==> config.mk <==
export PLATFORM = sky130hd
export DESIGN_NAME = spifs_sequencer
export DESIGN_NICKNAME = d
export VERILOG_FILES = /design/src/rtl/spifs_clkdiv.v /design/src/rtl/spifs_sequencer.v
export VERILOG_INCLUDE_DIRS = /design/src /design/src/rtl
export SDC_FILE = /design/constraint.sdc
export NUM_CORES = 1
export LEC_CHECK = 0
export BUFFER_PORTS_ARGS = -buffer_cell sky130_fd_sc_hd__buf_2
export CELL_PAD_IN_SITES_DETAIL_PLACEMENT = 1
export CELL_PAD_IN_SITES_GLOBAL_PLACEMENT = 2
export CORE_UTILIZATION = 39
export CTS_BUF_LIST = sky130_fd_sc_hd__clkbuf_16
export DETAILED_ROUTE_END_ITERATION = 16
export PLACE_DENSITY_LB_ADDON = 0.1
export SYNTH_ARGS = -nofsm -noshare
export SYNTH_HDL_FRONTEND = slang
export SYNTH_HIERARCHICAL = 1
export SYNTH_SLANG_ARGS = --single-unit
export TNS_END_PERCENT = 10
==> constraint.sdc <==
create_clock -name clk_i -period 7.3 [get_ports clk_i]
set_input_delay 0.365 -clock clk_i [delete_from_list [all_inputs] [get_ports clk_i]]
set_output_delay 0.365 -clock clk_i [all_outputs]
set_load 0.1 [all_outputs]
==> src/rtl/spifs_regs.vh <==
// Register map, field positions, reset values and timing counts of the SPI frame sequencer.
// Included by the sequencer and its half-period divider; holds definitions only.
`ifndef SPIFS_REGS_VH
`define SPIFS_REGS_VH

// Byte offsets of the word-aligned registers on the Avalon-MM slave.
`define SPIFS_ADDR_W 5
`define SPIFS_OFF_CTRL 5'h00
`define SPIFS_OFF_PRESC 5'h04
`define SPIFS_OFF_TX 5'h08
`define SPIFS_OFF_RX 5'h0c
`define SPIFS_OFF_STAT 5'h10

// Control register fields.
`define SPIFS_CTRL_EN 0
`define SPIFS_CTRL_SLAVE 1
`define SPIFS_CTRL_POL 2
`define SPIFS_CTRL_PHA 3
`define SPIFS_CTRL_SIZE_LO 4
`define SPIFS_CTRL_SIZE_HI 7

// Status register fields.
`define SPIFS_STAT_BUSY 0
`define SPIFS_STAT_TXFULL 1
`define SPIFS_STAT_RXVALID 2
`define SPIFS_STAT_FSS 3

// Reset values: disabled master, 8-bit words, half period of ten clocks.
`define SPIFS_CTRL_RST 8'h70
`define SPIFS_PRESC_RST 8'h0a

// Smallest word size code (size code is length minus one, 4 to 16 bits).
`define SPIFS_SIZE_MIN 4'h3

// Half periods from the last clock edge to frame select rising, and of the high gap.
`define SPIFS_TAIL_PH0 2'h1
`define SPIFS_TAIL_PH1 2'h2
`define SPIFS_GAP_HALVES 2'h2

`endif

==> src/rtl/spifs_clkdiv.v <==
// Half-period tick divider for the SPI frame sequencer.
// Assumes one system clock; the tick is a one-cycle enable, never a clock.
`timescale 1ns/1ps
`include "spifs_regs.vh"

module spifs_clkdiv #(
  parameter W = 8
) (
  input wire clk_i, // System clock.
  input wire rst_n_i, // Synchronous reset, active low.
  input wire run_i, // Count while high; held at zero while low.
  input wire [W-1:0] half_i, // Half period in system clocks, zero acts as one.
  output reg tick_o // One-cycle pulse at each half period.
);

  reg [W-1:0] cnt;
  wire [W-1:0] last = (half_i == {W{1'b0}}) ? {W{1'b0}} : half_i - {{(W-1){1'b0}}, 1'b1};

  // Restarting on run low keeps the first half period aligned with the frame start.
  always @(posedge clk_i) begin
    if (!rst_n_i || !run_i) begin
      cnt <= {W{1'b0}};
      tick_o <= 1'b0;
    end else if (cnt == last) begin
      cnt <= {W{1'b0}};
      tick_o <= 1'b1;
    end else begin
      cnt <= cnt + {{(W-1){1'b0}}, 1'b1};
      tick_o <= 1'b0;
    end
  end

endmodule // spifs_clkdiv

==> src/rtl/spifs_sequencer.v <==
// SPI frame sequencer: master and slave frame timing in the four polarity/phase modes.
// Assumes an Avalon-MM master on clk_i and asynchronous pins sampled through two flops.
`timescale 1ns/1ps
`include "spifs_regs.vh"

module spifs_sequencer #(
  parameter PRESC_W = 8
) (
  input wire clk_i, // System clock, 20 MHz.
  input wire rst_n_i, // Synchronous reset, active low.
  input wire [`SPIFS_ADDR_W-1:0] address_i, // Avalon byte address.
  input wire read_i, // Avalon read request.
  input wire write_i, // Avalon write request.
  input wire [3:0] byteenable_i, // Avalon byte lanes.
  input wire [31:0] writedata_i, // Avalon write data.
  output reg [31:0] readdata_o, // Avalon read data.
  output reg waitrequest_o, // Avalon wait, high until the answer cycle.
  input wire serial_clock_pin_i, // Serial clock pin level, used in slave role.
  output reg serial_clock_pin_o, // Serial clock driven in master role.
  output reg serial_clock_pin_oe_o, // Serial clock driver enable.
  input wire frame_select_pin_i, // Frame select pin level, active low, slave role.
  output reg frame_select_pin_o, // Frame select driven in master role.
  output reg frame_select_pin_oe_o, // Frame select driver enable.
  input wire serial_in_pin_i, // Serial data from the partner.
  output reg serial_out_pin_o, // Serial data to the partner.
  output reg serial_out_pin_oe_o // Serial data driver enable.
);

  localparam M_IDLE = 3'h0;
  localparam M_LEAD = 3'h1;
  localparam M_SETUP = 3'h2;
  localparam M_CLK = 3'h3;
  localparam M_TAIL = 3'h4;
  localparam M_GAP = 3'h5;

  // Left-aligns a word so that its MSB sits in bit 15.
  function [15:0] align_word;
    input [15:0] word;
    input [3:0] size;
    begin
      align_word = word << (4'hf - size);
    end
  endfunction

  // Keeps only the low size+1 bits of a received word.
  function [15:0] mask_word;
    input [15:0] word;
    input [3:0] size;
    begin
      mask_word = word & ~(16'hfffe << size);
    end
  endfunction

  // Merges write data into a register byte by byte.
  function [15:0] merge16;
    input [15:0] old;
    input [15:0] data;
    input [1:0] be;
    begin
      merge16 = {be[1] ? data[15:8] : old[15:8], be[0] ? data[7:0] : old[7:0]};
    end
  endfunction

  reg [7:0] ctrl;
  reg [PRESC_W-1:0] presc;
  reg [15:0] tx_data;
  reg tx_valid;
  reg [15:0] rx_data;
  reg rx_valid;
  reg [2:0] state;
  reg [15:0] tx_sh;
  reg [15:0] rx_sh;
  reg [5:0] edges;
  reg [1:0] halves;
  reg [4:0] sl_bits;
  reg sl_frozen;
  reg sclk_q;
  reg fss_q;
  reg sout_q;
  reg sclk_m1, sclk_s, sclk_d;
  reg fss_m1, fss_s, fss_d;
  reg sin_m1, sin_s;
  wire tick;

  wire en = ctrl[`SPIFS_CTRL_EN];
  wire slave = ctrl[`SPIFS_CTRL_SLAVE];
  wire clock_idle_polarity = ctrl[`SPIFS_CTRL_POL];
  wire clock_phase_select = ctrl[`SPIFS_CTRL_PHA];
  wire [3:0] size_raw = ctrl[`SPIFS_CTRL_SIZE_HI:`SPIFS_CTRL_SIZE_LO];
  wire [3:0] size = (size_raw < `SPIFS_SIZE_MIN) ? `SPIFS_SIZE_MIN : size_raw;
  wire [5:0] last_edge = {1'b0, size, 1'b0} + 6'h2;
  wire [5:0] next_edges = edges + 6'h1;

  // Bus commit happens at the edge where a request sees waitrequest low.
  wire req = read_i | write_i;
  wire commit = req & ~waitrequest_o;
  wire wr_ctrl = commit & write_i & (address_i == `SPIFS_OFF_CTRL);
  wire wr_presc = commit & write_i & (address_i == `SPIFS_OFF_PRESC);
  wire wr_tx = commit & write_i & (address_i == `SPIFS_OFF_TX) & (|byteenable_i[1:0]);
  wire rd_rx = commit & read_i & (address_i == `SPIFS_OFF_RX);

  // Capture edge: phase zero captures odd edges, phase one even edges.
  wire cap_edge = (next_edges[0] == ~clock_phase_select);

  // Slave edge classes: leading moves away from the idle level.
  wire sl_toggle = (sclk_s != sclk_d);
  wire sl_lead = sl_toggle & (sclk_s != clock_idle_polarity);
  wire sl_trail = sl_toggle & (sclk_s == clock_idle_polarity);
  wire sl_cap = clock_phase_select ? sl_trail : sl_lead;
  wire sl_prop = clock_phase_select ? sl_lead : sl_trail;
  wire sl_sel = ~fss_s;
  wire sl_fall = fss_d & ~fss_s;

  spifs_clkdiv #(
    .W(PRESC_W)
  ) u_div (
    .clk_i(clk_i),
    .rst_n_i(rst_n_i),
    .run_i(state != M_IDLE),
    .half_i(presc),
    .tick_o(tick)
  );

  // Pin synchronisers; only the second stage and beyond feed any logic.
  always @(posedge clk_i) begin
    if (!rst_n_i) begin
      sclk_m1 <= 1'b0;
      sclk_s <= 1'b0;
      sclk_d <= 1'b0;
      fss_m1 <= 1'b1;
      fss_s <= 1'b1;
      fss_d <= 1'b1;
      sin_m1 <= 1'b0;
      sin_s <= 1'b0;
    end else begin
      sclk_m1 <= serial_clock_pin_i;
      sclk_s <= sclk_m1;
      sclk_d <= sclk_s;
      fss_m1 <= frame_select_pin_i;
      fss_s <= fss_m1;
      fss_d <= fss_s;
      sin_m1 <= serial_in_pin_i;
      sin_s <= sin_m1;
    end
  end

  // Avalon slave: one wait cycle, then a single answer cycle; unmapped reads give zero.
  always @(posedge clk_i) begin
    if (!rst_n_i) begin
      waitrequest_o <= 1'b1;
      readdata_o <= 32'h0;
      ctrl <= `SPIFS_CTRL_RST;
      presc <= `SPIFS_PRESC_RST;
      tx_data <= 16'h0;
    end else begin
      waitrequest_o <= ~(req & waitrequest_o);
      if (req & waitrequest_o) begin
        case (address_i)
          `SPIFS_OFF_CTRL: readdata_o <= {24'h0, ctrl};
          `SPIFS_OFF_PRESC: readdata_o <= {{(32-PRESC_W){1'b0}}, presc};
          `SPIFS_OFF_TX: readdata_o <= {16'h0, tx_data};
          `SPIFS_OFF_RX: readdata_o <= {16'h0, rx_data};
          `SPIFS_OFF_STAT: readdata_o <= {28'h0, fss_s, rx_valid, tx_valid,
                                          (state != M_IDLE) | (slave & en & sl_sel)};
          default: readdata_o <= 32'h0;
        endcase
      end
      if (wr_ctrl && byteenable_i[0]) begin
        ctrl <= writedata_i[7:0];
      end
      if (wr_presc && byteenable_i[0]) begin
        presc <= writedata_i[PRESC_W-1:0];
      end
      // A word written while the holding register is still full is dropped.
      if (wr_tx && !tx_valid) begin
        tx_data <= merge16(tx_data, writedata_i[15:0], byteenable_i[1:0]);
      end
    end
  end

  // Frame engine: master state machine or slave edge follower, plus word hand-off.
  always @(posedge clk_i) begin
    if (!rst_n_i) begin
      state <= M_IDLE;
      tx_sh <= 16'h0;
      rx_sh <= 16'h0;
      edges <= 6'h0;
      halves <= 2'h0;
      sl_bits <= 5'h0;
      sl_frozen <= 1'b0;
      sclk_q <= 1'b0;
      fss_q <= 1'b1;
      sout_q <= 1'b0;
      tx_valid <= 1'b0;
      rx_valid <= 1'b0;
      rx_data <= 16'h0;
    end else begin
      // Set wins over clear for rx_valid; tx_valid is set only while empty and cleared only while full.
      if (wr_tx && !tx_valid) begin
        tx_valid <= 1'b1;
      end
      if (rd_rx) begin
        rx_valid <= 1'b0;
      end
      if (!en || slave) begin
        state <= M_IDLE;
        sclk_q <= clock_idle_polarity;
        fss_q <= 1'b1;
        edges <= 6'h0;
      end
      if (en && slave) begin
        if (!sl_sel) begin
          sout_q <= 1'b0;
          sl_bits <= 5'h0;
          sl_frozen <= 1'b0;
        end else if (sl_fall) begin
          sl_bits <= 5'h0;
          sl_frozen <= 1'b0;
          tx_sh <= tx_valid ? align_word(tx_data, size) : 16'h0;
          if (tx_valid) begin
            tx_valid <= 1'b0;
          end
          // Phase zero puts the MSB out before any clock edge arrives.
          if (!clock_phase_select) begin
            sout_q <= tx_valid ? tx_data[size] : 1'b0;
            tx_sh <= tx_valid ? (align_word(tx_data, size) << 1) : 16'h0;
          end
        end else if (!sl_frozen) begin
          if (sl_cap) begin
            rx_sh <= {rx_sh[14:0], sin_s};
            if (sl_bits == {1'b0, size}) begin
              sl_bits <= 5'h0;
              rx_data <= mask_word({rx_sh[14:0], sin_s}, size);
              rx_valid <= 1'b1;
              // Phase zero keeps the shifter frozen until select rises again.
              if (!clock_phase_select) begin
                sl_frozen <= 1'b1;
              end else begin
                tx_sh <= tx_valid ? align_word(tx_data, size) : 16'h0;
                if (tx_valid) begin
                  tx_valid <= 1'b0;
                end
              end
            end else begin
              sl_bits <= sl_bits + 5'h1;
            end
          end else if (sl_prop) begin
            sout_q <= tx_sh[15];
            tx_sh <= tx_sh << 1;
          end
        end
      end else if (en) begin
        case (state)
          M_IDLE: begin
            sout_q <= 1'b0;
            if (tx_valid) begin
              // A frame starts only when enabled with a word waiting.
              tx_sh <= align_word(tx_data, size);
              tx_valid <= 1'b0;
              fss_q <= 1'b0;
              edges <= 6'h0;
              state <= M_LEAD;
            end
          end
          M_LEAD: begin
            if (tick) begin
              sout_q <= tx_sh[15];
              tx_sh <= tx_sh << 1;
              if (clock_phase_select) begin
                // Data and the first clock transition share this moment.
                sclk_q <= ~sclk_q;
                edges <= 6'h1;
                state <= M_CLK;
              end else begin
                state <= M_SETUP;
              end
            end
          end
          M_SETUP: begin
            if (tick) begin
              sclk_q <= ~sclk_q;
              edges <= 6'h1;
              rx_sh <= {rx_sh[14:0], sin_s};
              state <= M_CLK;
            end
          end
          M_CLK: begin
            if (tick) begin
              sclk_q <= ~sclk_q;
              edges <= next_edges;
              if (cap_edge) begin
                rx_sh <= {rx_sh[14:0], sin_s};
                if (next_edges >= last_edge - {5'h0, ~clock_phase_select}) begin
                  rx_data <= mask_word({rx_sh[14:0], sin_s}, size);
                  rx_valid <= 1'b1;
                end
              end else if (next_edges != last_edge) begin
                sout_q <= tx_sh[15];
                tx_sh <= tx_sh << 1;
              end
              if (next_edges == last_edge) begin
                halves <= 2'h0;
                if (clock_phase_select && tx_valid) begin
                  // Phase one runs the next word with select held low.
                  tx_sh <= align_word(tx_data, size);
                  tx_valid <= 1'b0;
                  state <= M_LEAD;
                end else begin
                  state <= M_TAIL;
                end
              end
            end
          end
          M_TAIL: begin
            if (tick) begin
              halves <= halves + 2'h1;
              if (halves + 2'h1 == (clock_phase_select ? `SPIFS_TAIL_PH1 : `SPIFS_TAIL_PH0)) begin
                // Select rises a full clock period after the last capture.
                fss_q <= 1'b1;
                sout_q <= 1'b0;
                halves <= 2'h0;
                state <= M_GAP;
              end
            end
          end
          M_GAP: begin
            // The high gap lets a phase-zero slave reload before the next word.
            if (tick) begin
              halves <= halves + 2'h1;
              if (halves + 2'h1 == `SPIFS_GAP_HALVES) begin
                state <= M_IDLE;
              end
            end
          end
          default: begin
            state <= M_IDLE;
          end
        endcase
      end else begin
        sout_q <= 1'b0;
      end
    end
  end

  // Pin drivers come straight from flops; the clock pad is an input in slave role.
  always @(posedge clk_i) begin
    if (!rst_n_i) begin
      serial_clock_pin_o <= 1'b0;
      serial_clock_pin_oe_o <= 1'b0;
      frame_select_pin_o <= 1'b1;
      frame_select_pin_oe_o <= 1'b0;
      serial_out_pin_o <= 1'b0;
      serial_out_pin_oe_o <= 1'b0;
    end else begin
      serial_clock_pin_o <= sclk_q;
      serial_clock_pin_oe_o <= ~slave;
      frame_select_pin_o <= fss_q;
      frame_select_pin_oe_o <= ~slave;
      serial_out_pin_o <= sout_q;
      serial_out_pin_oe_o <= en & (slave ? sl_sel : 1'b1);
    end
  end

endmodule // spifs_sequencer

==> results of run 1 <==
## area by class of cell
cell class | instances | area share
clock inverters | 15 | 0.02189
well taps | 280 | 0.03649
repair buffers | 66 | 0.03805
clock buffers | 17 | 0.04431
inverters | 23 | 0.008991
flip-flops and latches | 140 | 0.2919
multi-input cells | 828 | 0.5584
## layout by cell type, fill, tap and decap left out, drive strengths merged, types with 13 or more instances in the layout
cell type  count
ha            17
a21oi         92
mux2i         63
and2          14
clkbuf        17
xnor2         16
inv           34
nand2         76
xor2          22
conb          16
a21o          14
buf           66
dfxtp        140
mux2          13
nand2b        17
o211ai        14
a31oi         15
a22oi         16
nor3          22
o21ai         72
nand3         49
a211oi        14
nor2         127
## where the power goes
group	switching, W	total [W]	internal, W	leakage (nW)
logic	0.0000795	0.0000965	0.0000169	2.32
clock network	0.000411	0.000971	0.000559	0.315
registers	0.00000331	0.000770	0.000766	1.13
total	0.000494	0.00184	0.00134	3.77
## metal layers
metal  GRT usage  vias to the layer above  part of all wire
met3     0.04096                       30             0.039
met2      0.4222                      158              0.46
met1      0.3595                     3995              0.48
li1            -                     3888                 -
met5           0                        -                 0
met4     0.07350                        0             0.016
## through the flow
step	power, W	utilization	cell area, um2
6_report	0.001837	0.4413	9602
4_1_cts	0.001852	0.4413	9602
3_5_place_dp	0.0008838	0.4121	8966
5_1_grt	0.001892	0.4413	9602
2_1_floorplan	0.0008671	-	8701
3_3_place_gp	0.0008834	0.4121	8966
## flip-flops by register name (all words and copies together) (netlist names), 2 cells and up
signal,count
ctrl,8
edges,6
halves,2
presc,8
readdata_o,16
rx_data,16
rx_sh,15
sl_bits,5
state,3
tx_data,16
tx_sh,16
u_div/cnt,8
## worst max-delay path by stage
stage / start / to / slack (ps) / cells after the start
2_1_floorplan: ctrl[6] / tx_sh[15] / 4050 / 14
3_3_place_gp: ctrl[7] / tx_sh[12] / 3120 / 13
3_5_place_dp: ctrl[7] / tx_sh[12] / 3010 / 13
4_1_cts: ctrl[7] / tx_sh[12] / 2990 / 13
5_1_grt: ctrl[7] / tx_sh[12] / 2680 / 13
6_report: ctrl[7] / tx_sh[12] / 2970 / 13
## kinds of logic (layout without fill, tap and decap cells)
group | Yosys count | count (layout) | share of synthesized area
buffers and inverters | 116 | 121 | 0.06209
adders and majority gates | 17 | 17 | 0.02461
and+or+nand+nor | 360 | 360 | 0.1999
DFF | 140 | 140 | 0.3242
other | 1 | 16 | 0.0004338
AOI/OAI and AO/OA | 314 | 314 | 0.2387
muxes | 83 | 83 | 0.1090
xor gates and xnor gates | 38 | 38 | 0.04111
==> impl_metrics.ini, run 1 <==
[timing]
slew_headroom = 0.2574
finalHoldViolCount = 0
holdWs_ps = 133.4
tightest_slew_ps = 1114
setup-tns-final_ps = 0
fin_crit_ps = 4330
finalMaxSlewViolations = 0
grt_setup_unrepaired = false
clock_skew_ps = 10.66
period_share = 0.5931
layout_setup_ws_ps = 2970
setup_viol = 0
fmax_mhz = 231.0

[logic_synthesis]
ys_seq_area_frac = 0.3242
synth_area_per_cell_um2 = 8.087
synthCells = 1069
synth-main-ff-cell = dfxtp_1
yosysTopAreaCellShare = 0.3242
netlist_top_cells_area = dfxtp_1 (32%), mux2i_1 (7.3%), nor2_1 (5.5%)
netlist_area_mm2 = 0.008645
synth_common_cells = dfxtp_1 (140), nor2_1 (126), a21oi_1 (91)
synth_most_common_cell = dfxtp_1
yosysTopAreaCell = dfxtp_1
yosys_warnings = 6
yosysUniqueCellTypes = 86
synth_edf_count = 0
async_flop_share = 0
ys_ff_latch = 140

[run]
drv_cap = 0

[critical_path]
cpLargestDelayFamily = compound AO/OA/AOI/OAI gates
reg2reg_depth = 13
path_buf_inv = 2
critical_path.max_stage_delay_ps = 600
path_max_fanout = 33
startpoint_type = flop
path_common_cell = ha_1
criticalPathCategory = flop to flop
worstSetupEndpointType = flop
r2r_start = ctrl[7]
r2r_slack_ps = 2970
r2r_end = tx_sh[12]
critPathArrivalTime_ps = 4690
cp.required_ps = 7660
cp_slowest_cell = nor4_2
crit_chain = buf_4 > o21bai_1 > ha_1 > inv_1 > ha_1 > xor2_1 > xnor2_1 > a31oi_4 > nor4_2 > a21oi_1 > o21ai_1 > a221oi_1 > nor2_1

[final_layout]
multi_input_area_mm2 = 0.005361
diodes = 0
finalNonFillerCells = 1369
regArea_mm2 = 0.002803
drive_gt1_frac = 0.1304
fillers = 2653
nets = 1141
areaGrowthSynthToFinish_pct = 11.07

[pwr]
ir_drop_v = 0.0001311
power.leakage_nw = 3.767
power_density_mw_per_mm2 = 191.3

[global_route]
grt_pass1_vias = 8062
grt_max_degree = 84
grt_antenna_before_repair = 0
grt-ovfl-total = 0
grtUsageTotal = 0.2618
grt_pass1_wl_um = 45700

[route]
via_per_inst = 5.896
firstDrtPassIters = 5
antenna_left = 0
wl_per_cell_um = 20.91
route.vias.total = 8071
drt-initial-drc-count = 427
drc_errors = 0
wirelength_um = 28620

[cts]
numCtsBuffers = 17
clkSinkCount = 140
post_cts_resized = 0
cts_hold_buffers = 0
clock_latency_ps = 440
clk_pin_slew_ps = 70
cts_root_buf = clkbuf_16
htree_levels = 4
cts_max_path_buffers = 2
cts_tree = done
post-cts-setup-buffer-count = 0

[floorplan]
die_w_um = 150.9
io_pins = 87
die_h_um = 150.9
initial_core_util = 0.3973
rows = 54
core_mm2 = 0.02176
dieArea_mm2 = 0.02276

[worst_hold_path]
hold_depth = 2
worstHoldStart = frame_select_pin_i
min_to = fss_m1
hold_class = input port to flop

[placement]
dp.final_hpwl_um = 20220
place_inst = 1337
routabilityCongestion = 0.8425
portBuffers = 52
dp_slack_ps = 3013

[outcome]
status = complete, no violations
No activity file was read; power rests on OpenSTA's default activity.
==> run 2: changes to the inputs <==
Settings changed: CORE_UTILIZATION 39 to 32.
Clock period 7.3 ns to 3.6 ns, I/O delays scaled along.
==> run 2 against run 1 <==
Against the previous run: register-to-register slack got worse by 2700 ps; final cell count rose by 6.8%; power rose by 97%; first-iteration DRC count grew 23%; the flow now finishes with violations (design-rule violations); combinational power increased by 120%; core utilization decreased by 6.2 points; count of clock-buffer cells in the layout unchanged; clock skew up 1.8 ps; fmax up 30%.
==> impl_metrics.ini, run 2 (synthesis results as in run 1) <==
[worst_hold_path]
hold_depth = 3
min_to = presc[1]
worstHoldStart = writedata_i[1]
hold_class = input port to flop

[pwr]
swShare = 0.2848
switchingPower_w = 0.001032
power.leakage_nw = 3.921
p_comb_frac = 0.058
power_density_mw_per_mm2 = 363.5
power.total_w = 0.003622
ir_drop_v = 0.0002386
p_clk_frac = 0.511
p_int_w = 0.002591
seq_power_share = 0.431

[outcome]
failed_checks = design-rule violations
status = finished with violations

[timing]
setup-tns-final_ps = 0
grt_setup_unrepaired = false
fin_crit_ps = 3329
finalMaxSlewViolations = 0
tightest_slew_ps = 1041
setup_viol = 0
finalHoldViolCount = 0
clock_skew_ps = 12.46
fmax_mhz = 300.4
period_share = 0.9247
slew_headroom = 0.3053

[cts]
clk_pin_slew_ps = 70
cts_root_buf = clkbuf_16
htree_levels = 4
clock_latency_ps = 440
numCtsBuffers = 17
cts_max_path_buffers = 2
cts_tree = done
post-cts-setup-buffer-count = 0
clkSinkCount = 140

[floorplan]
die_w_um = 166.4
core_mm2 = 0.02628
io_pins = 87
rows = 59
dieArea_mm2 = 0.02768
initial_core_util = 0.3289
die_h_um = 166.4

[global_route]
grt_pass1_vias = 8398
grt_pass1_wl_um = 49540
grt_max_degree = 40
grt_antenna_before_repair = 0
grtUsageTotal = 0.2293
grt-ovfl-total = 0

[final_layout]
mostFrequentLayoutCells = dfxtp_1 (140), nor2_1 (126), a21oi_1 (91)
drive_gt1_frac = 0.1517
areaGrowthSynthToFinish_pct = 15.28
mostFrequentLayoutCell = dfxtp_1
diodes = 0
nets = 1179

[critical_path]
r2r_slack_ps = 270
cp.required_ps = 3960
startpoint_type = flop
path_max_fanout = 10
reg2reg_depth = 12
r2r_end = tx_sh[10]
critPathArrivalTime_ps = 3690
r2r_start = ctrl[7]
cp-startpoint = ctrl[7]
criticalPathCategory = flop to flop
worstSetupEndpointType = flop

[route]
wirelength_um = 31290
via_per_inst = 5.687
drc_errors = 2
firstDrtPassIters = 11
wl_per_cell_um = 21.40
drt-initial-drc-count = 527
antenna_left = 0
route.vias.total = 8315

[placement]
dp.final_hpwl_um = 22560
portBuffers = 52
routabilityCongestion = 0.8206

[run]
drv_cap = 0
## run 2: area by class of cell
type	instances	area, um2
fill	3143	16310
multi-input combinational	828	5378
sequential	140	2803
timing repair buffer	104	678.2
clock buffer	17	425.4
tap	335	419.2
clock inverter	15	176.4
inverter	23	86.33
## run 2: worst max-delay path by stage
stage | to
floorplan | tx_sh[15]
global placement | tx_sh[12]
detailed placement | tx_sh[12]
CTS | tx_sh[12]
global route | tx_sh[10]
finish | tx_sh[10]
## run 2: power by group through the flow
stage	combinational, W	clock (W)	sequential [W]
2_1_floorplan	0.000152	0	0.00161
3_3_place_gp	0.000200	0	0.00160
3_5_place_dp	0.000201	0	0.00160
4_1_cts	0.000210	0.00190	0.00156
5_1_grt	0.000221	0.00196	0.00156
6_report	0.000209	0.00185	0.00156
## run 2: layer usage
layer,global-route usage,up-vias,share of wire
li1,-,3955,-
met1,0.3133,4160,0.48
met2,0.3763,171,0.47
met3,0.03408,29,0.038
met4,0.05918,0,0.013
met5,0,-,0
## run 2: critical path, stage by stage, from the launching register on
cell and delay, ps:
dfxtp_1 380, o21bai_1 210, ha_1 210, inv_1 50
ha_1 360, xor2_1 190, nor3_1 330, a31oi_4 80
o41a_2 660, nor3_2 350, o2bb2ai_1 160, o21ai_0 80
a31oi_1 170
## run 2: stage by stage
stage	utilization	setup slack, ps	instances	hold slack (ps)	instance area, um2
6_report	0.3792	271.2	1462	19.70	9966
5_1_grt	0.3792	33.08	1462	29.31	9966
4_1_cts	0.3786	174.9	1462	8.985	9950
3_5_place_dp	0.3515	194.5	1419	370.7	9238
3_3_place_gp	0.3515	278.9	1419	374.5	9238
2_1_floorplan	-	354.4	1084	281.5	8701
## run 2: timing repair
action,4_1_cts,5_1_grt
gates resized for setup,0,3
setup endpoints to repair,0,8
hold buffers,11,0
endpoints found under the hold margin,11,0
==> run 3: changes to the inputs <==
Settings changed: BUFFER_PORTS_ARGS -buffer_cell sky130_fd_sc_hd__buf_2 to unset, CORE_UTILIZATION 32 to 36, CTS_BUF_LIST sky130_fd_sc_hd__clkbuf_16 to sky130_fd_sc_hd__clkbuf_8, DONT_BUFFER_PORTS set to 1.
==> run 3 against run 2 <==
Against the previous run: the flow now finishes without violations; combinational power decreased by 12%; sequential cell count unchanged; via count is 1.9% lower; global-route usage rose by 2.2 points; count of clock-buffer cells in the layout stayed put; worst hold slack gained 38 ps; largest cell class unchanged; critical endpoint is now tx_sh[12]; fmax increased by 0.32%; non-clock buffer count fell by 37.
==> impl_metrics.ini, run 3 (synthesis results as in run 1) <==
[cts]
numCtsBuffers = 17
post_cts_resized = 0
htree_levels = 4
cts_tree = done
clk_pin_slew_ps = 90
clkSinkCount = 140
cts_root_buf = clkbuf_8
cts_max_path_buffers = 2
clock_latency_ps = 480

[critical_path]
worstSetupEndpointType = flop
criticalPathCategory = flop to flop
path_max_fanout = 11
r2r_start = ctrl[6]
cp.required_ps = 3960
startpoint_type = flop
critPathArrivalTime_ps = 3680
reg2reg_depth = 11
cp-startpoint = ctrl[6]

[pwr]
power_density_mw_per_mm2 = 321.7
ir_drop_v = 0.0001765
power.leakage_nw = 3.676

[final_layout]
mostFrequentLayoutCells = dfxtp_1 (139), nor2_1 (126), a21oi_1 (91)
utilization = 0.4098
mostFrequentLayoutCell = dfxtp_1
multi_input_area_mm2 = 0.005361
diodes = 0
finalNonFillerCells = 1409
regArea_mm2 = 0.002804
fillers = 2863
drive_gt1_frac = 0.1092
areaGrowthSynthToFinish_pct = 11.61
nets = 1142

[placement]
dp.final_hpwl_um = 21760
portBuffers = 0
place_inst = 1351
dp_slack_ps = 284.4
routabilityCongestion = 0.8352

[timing]
finalHoldViolCount = 0
fmax_mhz = 301.4
setup-tns-final_ps = 0
grt_setup_unrepaired = false
fin_crit_ps = 3318
holdWs_ps = 57.74
slew_headroom = 0.3381
period_share = 0.9217
clock_skew_ps = 21.52
layout_setup_ws_ps = 282.0
setup_viol = 0
finalMaxSlewViolations = 0
tightest_slew_ps = 991.4

[route]
firstDrtPassIters = 5
wl_per_cell_um = 21.21
antenna_left = 0
route.vias.total = 8155
wirelength_um = 29890
via_per_inst = 5.788
drc_errors = 0
drt-initial-drc-count = 552

[floorplan]
io_pins = 87
dieArea_mm2 = 0.02464
die_w_um = 157.0
core_mm2 = 0.02354
initial_core_util = 0.3672
die_h_um = 157.0
rows = 56

[global_route]
grt_antenna_before_repair = 0
grt-ovfl-total = 0
grt_pass1_wl_um = 47310
grtUsageTotal = 0.2516
grt_max_degree = 50
grt_pass1_vias = 8151

[worst_hold_path]
hold_depth = 3
worstHoldStart = address_i[3]
hold_class = input port to flop

[run]
drv_cap = 0

[outcome]
status = complete, no violations
==> run 3: area by class of cell <==
class / instances / area share
Multi-Input combinational cell: 828 / 0.5557
Inverter: 23 / 0.008948
Tap cell: 319 / 0.04137
Clock buffer: 17 / 0.02425
Timing Repair Buffer: 67 / 0.06121
Sequential cell: 140 / 0.2906
Clock inverter: 15 / 0.01790
==> run 3: timing repair <==
item,CTS,global route
buffers inserted,0,0
setup endpoints to repair,0,0
hold endpoints to repair,72,0
hold buffers,26,0
==> run 3: power by group <==
part | internal [W] | total, W | switching (W)
combinational | 0.0000445 | 0.000184 | 0.000140
sequential | 0.00155 | 0.00157 | 0.0000184
clock | 0.000587 | 0.00135 | 0.000761
==> run 3: final timing paths <==
path         slack [ps]             to
min                  60  readdata_o[4]
max                 280      tx_sh[12]
min reg2reg         430          fss_s
max reg2reg         280      tx_sh[12]
==> run 3: metrics by stage <==
step                cell area [um2]  power [W]
floorplan                      8701   0.001758
global placement               8971   0.001757
detailed placement             8971   0.001758
CTS                            9648   0.003147
global route                   9648   0.003232
finish                         9648   0.003104
==> run 3: routing by layer <==
layer	share of wire	track usage	routed length (um)
met2	0.48	0.4216	14450
met5	0	0	0
met4	0.0083	0.05089	248
met3	0.030	0.03689	886
met1	0.48	0.3413	14300
==> run 3: critical path: stages (launching register included) <==
cell and delay [ps]:
dfxtp_1 340, o21bai_1 210, ha_1 210, inv_1 50
ha_1 350, xor2_1 190, nor3_1 330, a31oi_4 70
o41a_1 710, mux2_1 410, a221oi_1 280, nor2_1 80
